<file path="src/verilog/dac_frame_pkg.sv">
// shared constants for the quad converter serial frame link
package dac_frame_pkg;

    // ****************************************************************
    // frame layout
    // ****************************************************************
    localparam int FRAME_BITS = 24;
    localparam int CNT_W = 5;
    localparam logic [4:0] FRAME_LAST = 5'h17;
    localparam logic [4:0] FRAME_FULL = 5'h18;
    localparam int POS_RW = 23;
    localparam int POS_ZERO = 22;
    localparam int POS_SEL_HI = 21;
    localparam int POS_SEL_LO = 19;
    localparam int POS_ADDR_HI = 18;
    localparam int POS_ADDR_LO = 16;
    localparam int DATA_W = 16;
    localparam int RANGE_W = 3;
    localparam int NUM_CH = 4;

    // ****************************************************************
    // register select and channel address codes
    // ****************************************************************
    localparam logic [2:0] SEL_CODE = 3'h0;
    localparam logic [2:0] SEL_RANGE = 3'h1;
    localparam logic [2:0] SEL_POWER = 3'h2;
    localparam logic [2:0] SEL_CONTROL = 3'h3;
    localparam logic [2:0] ADDR_ALL = 3'h4;
    localparam logic RW_WRITE = 1'b0;
    localparam logic RW_READ = 1'b1;

    // ****************************************************************
    // output range codes
    // ****************************************************************
    localparam logic [2:0] RANGE_UNI_5V = 3'h0;
    localparam logic [2:0] RANGE_UNI_10V = 3'h1;
    localparam logic [2:0] RANGE_UNI_10V8 = 3'h2;
    localparam logic [2:0] RANGE_BI_5V = 3'h3;
    localparam logic [2:0] RANGE_BI_10V = 3'h4;
    localparam logic [2:0] RANGE_BI_10V8 = 3'h5;

    // ****************************************************************
    // reset values
    // ****************************************************************
    localparam logic [15:0] CODE_RESET = 16'h0000;
    localparam logic [2:0] RANGE_RESET = 3'h0;
    localparam logic [15:0] WORD_RESET = 16'h0000;
    localparam logic [23:0] FRAME_RESET = 24'h000000;

    // ****************************************************************
    // host register map (byte addresses) and timing
    // ****************************************************************
    localparam logic [3:0] OFS_CMD = 4'h0;
    localparam logic [3:0] OFS_STATUS = 4'h4;
    localparam logic [3:0] OFS_RDATA = 4'h8;
    localparam int STAT_BUSY = 0;
    localparam int STAT_DONE = 1;
    localparam int CLK_PERIOD_NS = 100;
    localparam int SCLK_PERIOD_NS = 800;
    localparam int SCLK_HALF_CYC = SCLK_PERIOD_NS / (2 * CLK_PERIOD_NS);
    localparam int SCLK_HALF_MIN = 4;

endpackage : dac_frame_pkg

</file>
<file path="src/verilog/dac_link_if.sv">
// serial frame link between host controller and converter device
`timescale 1ns/1ps
interface dac_link_if;
    logic sclk;
    logic sync_n;
    logic serial_data_in;
    logic serial_data_out;

    modport host_end (
        output sclk,
        output sync_n,
        output serial_data_in,
        input serial_data_out
    );

    modport device_end (
        input sclk,
        input sync_n,
        input serial_data_in,
        output serial_data_out
    );
endinterface : dac_link_if
</file>
<file path="src/verilog/dac_frame_device.sv">
// device end: serial frame decoder and channel register file
//
// How it works
// frames are exactly 24 bits, shifted in
// bits arrive most significant first
// frame fields: rw, zero, select, address, data
// host drives bit 22 as zero
// rw flag picks read or write
// select 000 code, 001 range, 010/011 power/control
// address 000..011 channels A-D, 100 all
// select 000 writes data to code registers
// code width 16/14/12, low bits ignored
// select 001 stores range bits 2..0
// range codes 0..5 map to six ranges
// every register can be written and read back
// act only after 24 bits and frame end
//
// The implementer's own choices: the Avalon-MM interface to the registers and the address map.
`timescale 1ns/1ps
module dac_frame_device
    import dac_frame_pkg::*;
#(
    parameter int RESOLUTION = 16
) (
    // clock and reset
    input wire logic clk,
    input wire logic rst_n,
    // serial link
    dac_link_if.device_end link,
    // channel state seen by the analogue side
    output logic [NUM_CH-1:0][DATA_W-1:0] code_out_r,
    output logic [NUM_CH-1:0][RANGE_W-1:0] range_out_r,
    output logic [NUM_CH-1:0] bipolar_out_r,
    output logic [DATA_W-1:0] power_word_r,
    output logic [DATA_W-1:0] control_word_r,
    // one-cycle pulse after each accepted frame whose address is 000..100
    output logic frame_done_r
);

    // ****************************************************************
    // parameter check
    // ****************************************************************
    localparam int UNUSED_LSB = DATA_W - RESOLUTION;
    localparam logic [DATA_W-1:0] CODE_MASK =
        {DATA_W{1'b1}} << UNUSED_LSB;

    initial begin
        if (RESOLUTION != 16 && RESOLUTION != 14 && RESOLUTION != 12) begin
            $error("resolution must be 16, 14 or 12");
        end
    end

    // ****************************************************************
    // pin synchronisers
    // ****************************************************************
    logic sclk_s1, sclk_s2, sclk_s3;
    logic sync_s1, sync_s2, sync_s3;
    logic serial_data_in_s1, serial_data_in_s2;

    // all link pins cross from the host's timing into clk
    always_ff @(posedge clk or negedge rst_n) begin
        if (!rst_n) begin
            sclk_s1 <= 1'b1;
            sclk_s2 <= 1'b1;
            sclk_s3 <= 1'b1;
            sync_s1 <= 1'b1;
            sync_s2 <= 1'b1;
            sync_s3 <= 1'b1;
            serial_data_in_s1 <= 1'b0;
            serial_data_in_s2 <= 1'b0;
        end else begin
            sclk_s1 <= link.sclk;
            sclk_s2 <= sclk_s1;
            sclk_s3 <= sclk_s2;
            sync_s1 <= link.sync_n;
            sync_s2 <= sync_s1;
            sync_s3 <= sync_s2;
            serial_data_in_s1 <= link.serial_data_in;
            serial_data_in_s2 <= serial_data_in_s1;
        end
    end

    // edge detection between the second and third stages
    logic sclk_fall, sclk_rise, frame_start, frame_end;
    assign sclk_fall = sclk_s3 & ~sclk_s2 & ~sync_s2;
    assign sclk_rise = ~sclk_s3 & sclk_s2 & ~sync_s2;
    assign frame_start = sync_s3 & ~sync_s2;
    assign frame_end = ~sync_s3 & sync_s2;

    // ****************************************************************
    // input shift register and bit counter
    // ****************************************************************
    logic [FRAME_BITS-1:0] shift_r;
    logic [CNT_W-1:0] bit_cnt_r;

    // sample on the falling serial clock, msb first
    always_ff @(posedge clk or negedge rst_n) begin
        if (!rst_n) begin
            shift_r <= FRAME_RESET;
        end else if (sclk_fall) begin
            shift_r <= {shift_r[FRAME_BITS-2:0], serial_data_in_s2};
        end
    end

    // counter saturates past 24 so an overlong frame is refused
    always_ff @(posedge clk or negedge rst_n) begin
        if (!rst_n) begin
            bit_cnt_r <= '0;
        end else if (frame_start) begin
            bit_cnt_r <= '0;
        end else if (sclk_fall && bit_cnt_r <= FRAME_FULL) begin
            bit_cnt_r <= bit_cnt_r + 5'h01;
        end
    end

    // ****************************************************************
    // field decode
    // ****************************************************************
    logic f_rw;
    logic [2:0] f_sel;
    logic [2:0] f_addr;
    logic [DATA_W-1:0] f_data;
    logic accept;
    logic sel_ok, addr_ok;
    logic [NUM_CH-1:0] ch_hit;

    assign f_rw = shift_r[POS_RW];
    assign f_sel = shift_r[POS_SEL_HI:POS_SEL_LO];
    assign f_addr = shift_r[POS_ADDR_HI:POS_ADDR_LO];
    assign f_data = shift_r[DATA_W-1:0];
    // the reserved bit is not checked; the host keeps it at zero
    assign sel_ok = (f_sel <= SEL_CONTROL);
    assign addr_ok = (f_addr <= ADDR_ALL);
    // only a complete frame, closed by sync, does anything
    assign accept = frame_end && (bit_cnt_r == FRAME_FULL) &&
                    sel_ok;

    // channel enables, all four for the broadcast address
    genvar gi;
    generate
        for (gi = 0; gi < NUM_CH; gi = gi + 1) begin : g_hit
            assign ch_hit[gi] = (f_addr == ADDR_ALL) ||
                                (f_addr == 3'(gi));
        end
    endgenerate

    logic do_write;
    assign do_write = accept && addr_ok && (f_rw == RW_WRITE);

    // ****************************************************************
    // channel registers
    // ****************************************************************
    generate
        for (gi = 0; gi < NUM_CH; gi = gi + 1) begin : g_ch
            // code register, low bits cleared for narrow variants
            always_ff @(posedge clk or negedge rst_n) begin
                if (!rst_n) begin
                    code_out_r[gi] <= CODE_RESET;
                end else if (do_write && f_sel == SEL_CODE &&
                             addr_ok && ch_hit[gi]) begin
                    code_out_r[gi] <= f_data & CODE_MASK;
                end
            end

            // range register keeps only bits 2..0
            always_ff @(posedge clk or negedge rst_n) begin
                if (!rst_n) begin
                    range_out_r[gi] <= RANGE_RESET;
                end else if (do_write && f_sel == SEL_RANGE &&
                             addr_ok && ch_hit[gi]) begin
                    range_out_r[gi] <= f_data[RANGE_W-1:0];
                end
            end

            // polarity flag for the output stage
            always_ff @(posedge clk or negedge rst_n) begin
                if (!rst_n) begin
                    bipolar_out_r[gi] <= 1'b0;
                end else begin
                    case (range_out_r[gi])
                        RANGE_UNI_5V, RANGE_UNI_10V,
                        RANGE_UNI_10V8: bipolar_out_r[gi] <= 1'b0;
                        RANGE_BI_5V, RANGE_BI_10V,
                        RANGE_BI_10V8: bipolar_out_r[gi] <= 1'b1;
                        default: bipolar_out_r[gi] <= 1'b0;
                    endcase
                end
            end
        end
    endgenerate

    // power and control words are held whole; their fields live
    // in the analogue side, not here
    always_ff @(posedge clk or negedge rst_n) begin
        if (!rst_n) begin
            power_word_r <= WORD_RESET;
        end else if (do_write && f_sel == SEL_POWER) begin
            power_word_r <= f_data;
        end
    end

    always_ff @(posedge clk or negedge rst_n) begin
        if (!rst_n) begin
            control_word_r <= WORD_RESET;
        end else if (do_write && f_sel == SEL_CONTROL) begin
            control_word_r <= f_data;
        end
    end

    always_ff @(posedge clk or negedge rst_n) begin
        if (!rst_n) begin
            frame_done_r <= 1'b0;
        end else begin
            frame_done_r <= accept && addr_ok;
        end
    end

    // ****************************************************************
    // readback
    // ****************************************************************
    logic [1:0] rd_ch;
    logic [DATA_W-1:0] rd_data;
    logic [FRAME_BITS-1:0] readback_r;
    logic [FRAME_BITS-1:0] tx_r;

    // broadcast address reads channel A
    assign rd_ch = (f_addr == ADDR_ALL) ? 2'h0 : f_addr[1:0];

    always_comb begin
        rd_data = WORD_RESET;
        case (f_sel)
            SEL_CODE: rd_data = code_out_r[rd_ch];
            SEL_RANGE: rd_data = {13'h0000, range_out_r[rd_ch]};
            SEL_POWER: rd_data = power_word_r;
            SEL_CONTROL: rd_data = control_word_r;
            default: rd_data = WORD_RESET;
        endcase
    end

    // a read frame prepares the word sent during the next frame
    always_ff @(posedge clk or negedge rst_n) begin
        if (!rst_n) begin
            readback_r <= FRAME_RESET;
        end else if (accept && addr_ok && f_rw == RW_READ) begin
            readback_r <= {shift_r[FRAME_BITS-1:DATA_W], rd_data};
        end
    end

    // output shift: loaded at frame start, advanced per rising clock;
    // the host samples on that rise before this side has seen it
    always_ff @(posedge clk or negedge rst_n) begin
        if (!rst_n) begin
            tx_r <= FRAME_RESET;
        end else if (frame_start) begin
            tx_r <= readback_r;
        end else if (sclk_rise) begin
            tx_r <= {tx_r[FRAME_BITS-2:0], 1'b0};
        end
    end

    assign link.serial_data_out = tx_r[FRAME_BITS-1];

endmodule : dac_frame_device

</file>
<file path="src/flat_wrapper.sv">
// flat-port wrapper written by rule: the top's interface ports become plain ports
module dac_frame_device_flat import dac_frame_pkg::*;
#(
    parameter int RESOLUTION = 16
)
  (clk, rst_n, code_out_r, range_out_r, bipolar_out_r, power_word_r, control_word_r, frame_done_r, link_sclk, link_sync_n, link_serial_data_in, link_serial_data_out);
  dac_link_if link_i ();
  input wire logic clk;
  input wire logic rst_n;
  output logic [NUM_CH-1:0][DATA_W-1:0] code_out_r;
  output logic [NUM_CH-1:0][RANGE_W-1:0] range_out_r;
  output logic [NUM_CH-1:0] bipolar_out_r;
  output logic [DATA_W-1:0] power_word_r;
  output logic [DATA_W-1:0] control_word_r;
  output logic frame_done_r;
  input wire logic [$bits(link_i.sclk)-1:0] link_sclk;
  input wire logic [$bits(link_i.sync_n)-1:0] link_sync_n;
  input wire logic [$bits(link_i.serial_data_in)-1:0] link_serial_data_in;
  output wire logic [$bits(link_i.serial_data_out)-1:0] link_serial_data_out;
  assign link_i.sclk = link_sclk;
  assign link_i.sync_n = link_sync_n;
  assign link_i.serial_data_in = link_serial_data_in;
  assign link_serial_data_out = link_i.serial_data_out;
  dac_frame_device #(.RESOLUTION(RESOLUTION)) u_core (.clk(clk), .rst_n(rst_n), .link(link_i), .code_out_r(code_out_r), .range_out_r(range_out_r), .bipolar_out_r(bipolar_out_r), .power_word_r(power_word_r), .control_word_r(control_word_r), .frame_done_r(frame_done_r));
endmodule
</file>
<file path="config.mk">
export PLATFORM = sky130hd
export DESIGN_NAME = dac_frame_device_flat
export DESIGN_NICKNAME = d
export VERILOG_FILES = /design/src/verilog/dac_frame_pkg.sv /design/src/verilog/dac_link_if.sv /design/src/verilog/dac_frame_device.sv /design/src/flat_wrapper.sv
export SDC_FILE = /design/constraint.sdc
export NUM_CORES = 1
export LEC_CHECK = 0
export BUFFER_PORTS_ARGS = -buffer_cell sky130_fd_sc_hd__buf_2
export CAP_MARGIN = 20
export CORE_MARGIN = 3
export CORE_UTILIZATION = 47
export DETAILED_ROUTE_END_ITERATION = 8
export PLACE_DENSITY = 0.67
export SYNTH_ARGS = -nofsm -noshare
export SYNTH_HDL_FRONTEND = slang
export SYNTH_SLANG_ARGS = --single-unit
</file>
<file path="constraint.sdc">
create_clock -name clk -period 5.6 [get_ports clk]
set_input_delay 0.84 -clock clk [delete_from_list [all_inputs] [get_ports clk]]
set_output_delay 0.84 -clock clk [all_outputs]
set_load 0.02 [all_outputs]
</file>
# Yosys cells after proc, flatten, opt, wreduce, memory -nomap -nowiden
# Index checks and enable logic that the tools add are counted.
# W data, S select, Z words.
[word_totals] regBits=198 input_bits=5 word_cells=109
[op_classes] addsub=1 order_cmp=4 eq_ne=20 mux=14 bitwise_logic=11 n_reduce_logical=32
[op_table] cell="$pmux W16 S4" n=1
[op_table] cell="$mux W24" n=2
[op_table] cell="$bmux W16 S2" n=1
[op_table] cell="$eq A3 B3 Y1 const B" n=9
[op_table] cell="$eq A3 B2 Y1 const B" n=8
[op_table] cell="$logic_and A1 B1 Y1" n=20
[op_table] cell="$mux W16" n=1
[op_table] cell="$reduce_or A3 Y1" n=4
[op_table] cell="$mux W5" n=2
[op_table] cell="$and A1 B1 Y1" n=6
[op_table] cell="$bmux W3 S2" n=1
[op_table] cell="$eq A3 B1 Y1 const B" n=2
[op_table] cell="$logic_not A3 Y1" n=2
[op_table] cell="$add A5 B1 Y5 const B" n=1
[op_table] cell="$eq A5 B5 Y1 const B" n=1
[op_table] cell="$le A5 B5 Y1 const B" n=1
[op_table] cell="$not A1 Y1" n=5
[op_table] cell="$logic_or A1 B1 Y1" n=4
[op_table] cell="$mux W1" n=4
[op_table] cell="$reduce_bool A2 Y1" n=2
[op_table] cell="$le A3 B2 Y1 const B" n=1
[op_table] cell="$le A3 B3 Y1 const B" n=1
[op_table] cell="$lt A2 B3 Y1 const B" n=1
[op_table] cell="$mux W3" n=1
[op_table] cell="$mux W2" n=1

# Longest topological paths before layout
# Gate-level depths: netlist of run 1.
[logic_depth] depth_word=9 ltp_mapped=8 ltp_nobuf=6

# Worst setup path after synthesis of run 1
# Ideal clock, no wire load.
[synth_path] path_type="register to register" from="register u_core.bit_cnt_r[0]" to="register u_core.readback_r[20]" setup_ns=0.128 t_arrival_ns=2.031 required_ns=5.472 slack_ns=3.441 path_stages_with_launch=9 period_less_slack_ns=2.159 cell_sequence="dfrtp_1 > inv_1 > ha_1 > nand4bb_4 > nor4b_4 > and2_1 > buf_4 > buf_4 > mux2_1"
[synth_between] elab_chain_len=5
[synth_rtl] element="start, declared" line="dac_frame_device.sv:94" source="logic [CNT_W-1:0] bit_cnt_r;"
[synth_rtl] element="start signal, assigned" line="dac_frame_device.sv:112" source="bit_cnt_r <= bit_cnt_r + 5'h01;"
[synth_rtl] element="$eq A5 B5 Y1" line="dac_frame_device.sv:135" source="assign accept = frame_end && (bit_cnt_r == FRAME_FULL) &&"
[synth_rtl] element="$logic_and A1 B1 Y1 (2 in series)" line="dac_frame_device.sv:135"
[synth_rtl] element="$logic_and A1 B1 Y1 (2 in series)" line="dac_frame_device.sv:244" source="end else if (accept && addr_ok && f_rw == RW_READ) begin"
[synth_rtl] element="end signal, assigned" line="dac_frame_device.sv:245" source="readback_r <= {shift_r[FRAME_BITS-1:DATA_W], rd_data};"
[synth_rtl] element="end, declared" line="dac_frame_device.sv:223" source="logic [FRAME_BITS-1:0] readback_r;"
# No other way between the ends.
# A chain may end at the register's enable or synchronous reset.

# Worst setup path in the final report of run 1
[layout_path] from="register u_core.bit_cnt_r[0]" to="register u_core.readback_r[12]"
# The elaborated chain is that of the path after synthesis.

==> impl_metrics.env, run 1 <==
export IMPL_hold_viol=0
export IMPL_p_switching_uw=636
export IMPL_wirelength_um=19200
export IMPL_path_class="flip-flop to flip-flop"
export IMPL_place_area_mm2=0.00942
export IMPL_fin_setup_tns_ns=0
export IMPL_cts_sinks=198
export IMPL_critPathArrivalTime_ns=3.15
export IMPL_antenna_found_initial=0
export IMPL_syn_to_final_growth_pct=15.5
export IMPL_num_nets_final=719
export IMPL_grt_pass1_wl_um=31100
export IMPL_drtAntennaViolNets=0
export IMPL_fillers=1462
export IMPL_cts_hold_fix_buffers=0
export IMPL_synth_seq_area_share=0.573
export IMPL_hold_class="flip-flop to flip-flop"
export IMPL_clkPwrFrac=0.430
export IMPL_syn_cell_area_mm2=0.00866
export IMPL_dp_cells=918
export IMPL_root_buffer="clkbuf_16"
export IMPL_yosys_area_top_type="dfrtp_1"
export IMPL_insertedDiodeCount=0
export IMPL_cts_setup_buffers=0
export IMPL_cap_violations=0
export IMPL_grt_pass1_vias=5576
export IMPL_fin_crit_ns=2.84
export IMPL_core_mm2=0.0177
export IMPL_drt_first_pass_iters=4
export IMPL_initialDrtViolationCount=311
export IMPL_combPwrFrac=0.033
export IMPL_place_ws_ns=2.70
export IMPL_clk_latency_ns=0.43
export IMPL_avgSynthCellArea_um2=14.3
export IMPL_regArea_mm2=0.00496
export IMPL_multi_input_area_mm2=0.00352
export IMPL_critPathRequiredTime_ns=5.91
export IMPL_drv_slew=0
export IMPL_maxSlewHeadroom=0.267
export IMPL_syn_inst=607
export IMPL_clk_pin_slew_ns=0.07
export IMPL_start_util=0.490
export IMPL_peakVddDrop_mv=0.248
export IMPL_setup_viol=0
export IMPL_synth_distinct_cells=46
export IMPL_critPathLaunchType="flip-flop"
export IMPL_async_flop_share=1.00
export IMPL_synth_top_area_frac=0.555
export IMPL_final_area_mm2=0.0100
export IMPL_die_w_um=142
export IMPL_setup_ws_ns=2.76
export IMPL_ys_top_cells_by_area="dfrtp_1, mux2_2, mux4_2"
export IMPL_place_gp_congestion=0.771
export IMPL_synth_common_cells="dfrtp_1, mux2_2, nand2_1"
export IMPL_power_density_mw_per_mm2=285
export IMPL_synth_flop_cell="dfrtp_1"
export IMPL_drive_gt1_frac=0.445
export IMPL_synth_edf_count=0
export IMPL_power_leakage_uw=0.00508
export IMPL_yosysWarnings=0
export IMPL_grt_usage=0.198
export IMPL_power_uw=2850
export IMPL_cts_tree="built"
export IMPL_wl_per_cell_um=20.2
export IMPL_die_area_mm2=0.0201
export IMPL_drc=0
export IMPL_synth_seq_cells=198
export IMPL_status="finished clean"
export IMPL_hpwl_um=12600
export IMPL_sequentialPowerShare=0.537
export IMPL_crit_path_max_fanout=24
export IMPL_num_vias=5263
export IMPL_viasPerCell=5.55
export IMPL_rsz0062_at_grt="false"
export IMPL_worst_clock_skew_ns=0.00941
export IMPL_cts_resized=0
export IMPL_grt_overflow=0
export IMPL_dieHeight_um=142
export IMPL_grt_max_degree=118
export IMPL_switching_share=0.223
export IMPL_rows=48
export IMPL_worst_slew_pin_slew_ns=1.10
export IMPL_period_share=0.507
export IMPL_cp_end_kind="flip-flop"
export IMPL_port_buffers=118
export IMPL_p_int_uw=2210
export IMPL_max_freq_mhz=352
export IMPL_syn_num_nets=614
export IMPL_synth_most_common_cell="dfrtp_1"
export IMPL_htreeDepth=4
export IMPL_ios=119
export IMPL_stdcell_count=949
export IMPL_cts_made_buffers=17
export IMPL_cts_path_max_buffers=2
## layer usage
metal | GRT usage | share of wire | wire [um]
met1 | 0.261 | 0.44 | 8420
met2 | 0.335 | 0.51 | 9740
met3 | 0.0455 | 0.039 | 746
met4 | 0.0510 | 0.013 | 258
met5 | 0 | 0 | 0
## power by group through the flow
stage,Clock (uW),Combinational [uW],Sequential (uW)
final,1230,94.2,1530
after global routing,1310,106,1540
after CTS,1240,97.1,1530
after detailed placement,0,96.7,1560
after global placement,0,93.8,1550
after floorplan,0,69.8,1520
## area by class of cell
class,count,area share
Sequential cell,198,0.496
Clock buffer,23,0.0458
Tap cell,225,0.0281
Multi-Input combinational cell,368,0.352
Inverter,2,0.000751
Clock inverter,8,0.0125
Timing Repair Buffer,125,0.0652
## cells by family (layout without fill, tap and decap cells)
kind of cell               after synthesis  in the layout  synth area share
muxes                                  213            213             0.300
AOI/OAI and AO/OA                       55             55            0.0337
xor gates and xnor gates                 5              5           0.00506
DFF                                    198            198             0.573
adders and majority gates                2              2           0.00289
buffers and inverters                   41            158            0.0234
and+or+nand+nor                         93             93            0.0616
## critical path: stages, from the launching register on
cell	delay, ns
dfrtp_1	0.40
inv_1	0.10
ha_1	0.24
nand4bb_4	0.16
nor4b_4	0.48
and2_1	0.92
mux2_2	0.42
## stage by stage
stage / util / hold WS [ns]
after detailed placement: 0.533 / 0.337
after global routing: 0.566 / 0.359
after global placement: 0.533 / 0.340
final: 0.566 / 0.351
after floorplan: - / 0.331
after CTS: 0.566 / 0.353
## cell usage in the layout, fill, tap and decap left out, types with 2 or more instances in the layout
| cell | instances |
|---|---|
| clkinv_2 | 2 |
| inv_1 | 2 |
| clkbuf_16 | 17 |
| clkinv_4 | 2 |
| or3b_2 | 2 |
| bufinv_16 | 3 |
| nor2_1 | 7 |
| nand2_2 | 2 |
| clkbuf_8 | 2 |
| dfrtp_1 | 192 |
| buf_2 | 117 |
| buf_4 | 7 |
| mux2_4 | 10 |
| nand3_1 | 2 |
| nand2_1 | 50 |
| mux2_2 | 119 |
| o21ai_0 | 40 |
| or2_2 | 2 |
| nor3_1 | 3 |
| a31oi_1 | 3 |
| clkbuf_1 | 5 |
| ha_1 | 2 |
| mux2i_1 | 41 |
| xnor2_1 | 3 |
| dfstp_2 | 6 |
| xor2_1 | 2 |
| and2_1 | 4 |
| nor2b_1 | 4 |
| nand4_1 | 2 |
| a21oi_1 | 8 |
| mux4_2 | 19 |
| mux2_1 | 24 |
## worst paths after layout
kind | from | to | slack [ns] | depth (start not counted)
max in group asynchronous | rst_n | u_core.shift_r[18] | 3.88 | 2
max reg2reg | u_core.bit_cnt_r[0] | u_core.readback_r[12] | 2.76 | 6
min | u_core.serial_data_in_s1 | u_core.serial_data_in_s2 | 0.35 | 0
min reg2reg | u_core.serial_data_in_s1 | u_core.serial_data_in_s2 | 0.35 | 0
min in group asynchronous | rst_n | u_core.bit_cnt_r[1] | 0.53 | 1
max | u_core.bit_cnt_r[0] | u_core.readback_r[12] | 2.76 | 6
## state kept, by name, indices dropped and copies added, names as in the netlist, 4 cells and up
name and cells:
u_core.code_out_r 64, u_core.readback_r 24, u_core.shift_r 24, u_core.tx_r 24, u_core.control_word_r 16, u_core.power_word_r 16, u_core.range_out_r 12, u_core.bit_cnt_r 5
u_core.bipolar_out_r 4
Note: power is estimated with default switching activity, not from simulation.
==> run 2: changes to the inputs <==
- clock period: 5.6 -> 2.8 ns (I/O delays scaled with it)
==> impl_metrics.env, run 2 (same netlist as run 1, synthesis figures left out) <==
export IMPL_status="finished clean"
export IMPL_fin_setup_tns_ns=0
export IMPL_num_vias=5309
export IMPL_grt_usage=0.207
export IMPL_crit_start="u_core.bit_cnt_r[0]"
export IMPL_cap_violations=0
export IMPL_maxSlewHeadroom=0.363
export IMPL_r2r_end="u_core.control_word_r[7]"
export IMPL_r2r_start="u_core.bit_cnt_r[0]"
export IMPL_rows=48
export IMPL_core_mm2=0.0177
export IMPL_wl_per_cell_um=20.7
export IMPL_initialDrtViolationCount=304
export IMPL_cts_tree="built"
export IMPL_grt_pass1_vias=5747
export IMPL_dieHeight_um=142
export IMPL_regMostFlops="u_core.code_out_r"
export IMPL_path_class="flip-flop to flip-flop"
export IMPL_drc=0
export IMPL_cts_setup_buffers=0
export IMPL_r2r_slack_ns=0.42
export IMPL_hpwl_um=13300
export IMPL_multi_input_area_mm2=0.00352
export IMPL_grt_max_degree=60
export IMPL_fillers=1466
export IMPL_period_share=0.849
export IMPL_regArea_mm2=0.00496
export IMPL_syn_to_final_growth_pct=17.2
export IMPL_root_buffer="clkbuf_16"
export IMPL_cts_path_max_buffers=2
export IMPL_hold_class="primary input to flip-flop"
export IMPL_setup_viol=0
export IMPL_critPathRequiredTime_ns=3.12
export IMPL_drv_slew=0
export IMPL_cts_sinks=198
export IMPL_die_area_mm2=0.0201
export IMPL_worst_clock_skew_ns=0.00774
export IMPL_ios=119
export IMPL_power_density_mw_per_mm2=570
export IMPL_hold_viol=0
export IMPL_clk_pin_slew_ns=0.07
export IMPL_start_util=0.490
export IMPL_cp_end_kind="flip-flop"
export IMPL_place_gp_congestion=0.846
export IMPL_htreeDepth=4
export IMPL_power_leakage_uw=0.00516
export IMPL_worst_slew_pin_slew_ns=0.952
export IMPL_grt_overflow=0
export IMPL_grt_pass1_wl_um=32500
export IMPL_rsz0062_at_grt="false"
export IMPL_port_buffers=118
export IMPL_die_w_um=142
export IMPL_wirelength_um=19900
export IMPL_num_nets_final=731
export IMPL_antenna_found_initial=0
export IMPL_final_common_cell="dfrtp_1"
export IMPL_r2r_cells=7
export IMPL_drive_gt1_frac=0.459
export IMPL_critPathLaunchType="flip-flop"
export IMPL_clk_latency_ns=0.43
export IMPL_max_freq_mhz=421
export IMPL_insertedDiodeCount=0
export IMPL_final_cell_mix="dfrtp_1, mux2_2, buf_2"
export IMPL_cts_made_buffers=17
export IMPL_fin_crit_ns=2.38
export IMPL_crit_path_max_fanout=16
export IMPL_viasPerCell=5.52
export IMPL_peakVddDrop_mv=0.449
export IMPL_final_area_mm2=0.0101
export IMPL_crit_end="u_core.control_word_r[7]"
export IMPL_largest_reg_flops=64
export IMPL_critPathArrivalTime_ns=2.69
export IMPL_place_area_mm2=0.00953
export IMPL_drt_first_pass_iters=5
export IMPL_drtAntennaViolNets=0
==> run 2: cell types whose count changed in the layout (fill, tap and decap cells not counted) <==
cell           before  now
buf_12              0    2
buf_4               7   16
clkbuf_1            5    1
clkbuf_8            2    3
clkinv_2            2    4
clkinvlp_4          1    2
dlygate4sd3_1       0    1
inv_6               0    1
==> run 2: report_power, final <==
part           internal [uW]  switching [uW]
clock network           1450            1070
logic                   84.3             112
registers               2920             140
==> run 2: layout make-up <==
class,instances,share of cell area
well taps,225,0.0278
inverters,2,0.000740
flip-flops and latches,198,0.489
multi-input cells,368,0.347
clock inverters,12,0.0149
repair buffers,137,0.0759
clock buffers,20,0.0450
==> run 2: what timing repair did <==
item,CTS,global route
hold buffers,1,0
endpoints found under the hold margin,50,0
endpoints found under the setup margin,0,0
gates resized for setup,0,0
==> run 2: layer usage <==
metal,part of all wire,vias to the layer above,track usage,wire (um)
met3,0.049,27,0.0499,979
met4,0.021,0,0.0631,410
met1,0.43,2748,0.273,8600
met5,0,-,0,0
met2,0.50,118,0.343,9940
li1,-,2416,-,-
==> run 2: worst min path at each step <==
stage,cells after the start,from,slack [ns],to
after floorplan,0,rst_n,0.12,u_core.bipolar_out_r[0]
after global placement,0,u_core.serial_data_in_s1,0.34,u_core.serial_data_in_s2
after detailed placement,0,u_core.serial_data_in_s1,0.34,u_core.serial_data_in_s2
after CTS,1,link_sclk,0.07,u_core.sclk_s1
after global routing,1,link_sclk,0.07,u_core.sclk_s1
final,1,link_sync_n,0.09,u_core.sync_s1
==> run 2: through the flow <==
stage | total power, uW | setup slack, ns | std cells | hold WS, ns | utilization
6_report | 5780 | 0.422 | 962 | 0.0857 | 0.575
3_5_place_dp | 3320 | 0.440 | 929 | 0.342 | 0.540
3_3_place_gp | 3300 | 0.494 | 929 | 0.338 | 0.540
4_1_cts | 5820 | 0.431 | 962 | 0.0691 | 0.575
5_1_grt | 5980 | 0.286 | 962 | 0.0673 | 0.575
2_1_floorplan | 3180 | 0.641 | 607 | 0.124 | -
==> run 2: worst max-delay path, cell delays in order, from the launching register on <==
cell and delay (ns):
dfrtp_1 0.40, inv_1 0.10, ha_1 0.23, nand4bb_4 0.16
nor4b_4 0.35, buf_4 0.21, nand4b_4 0.37, mux2_4 0.43
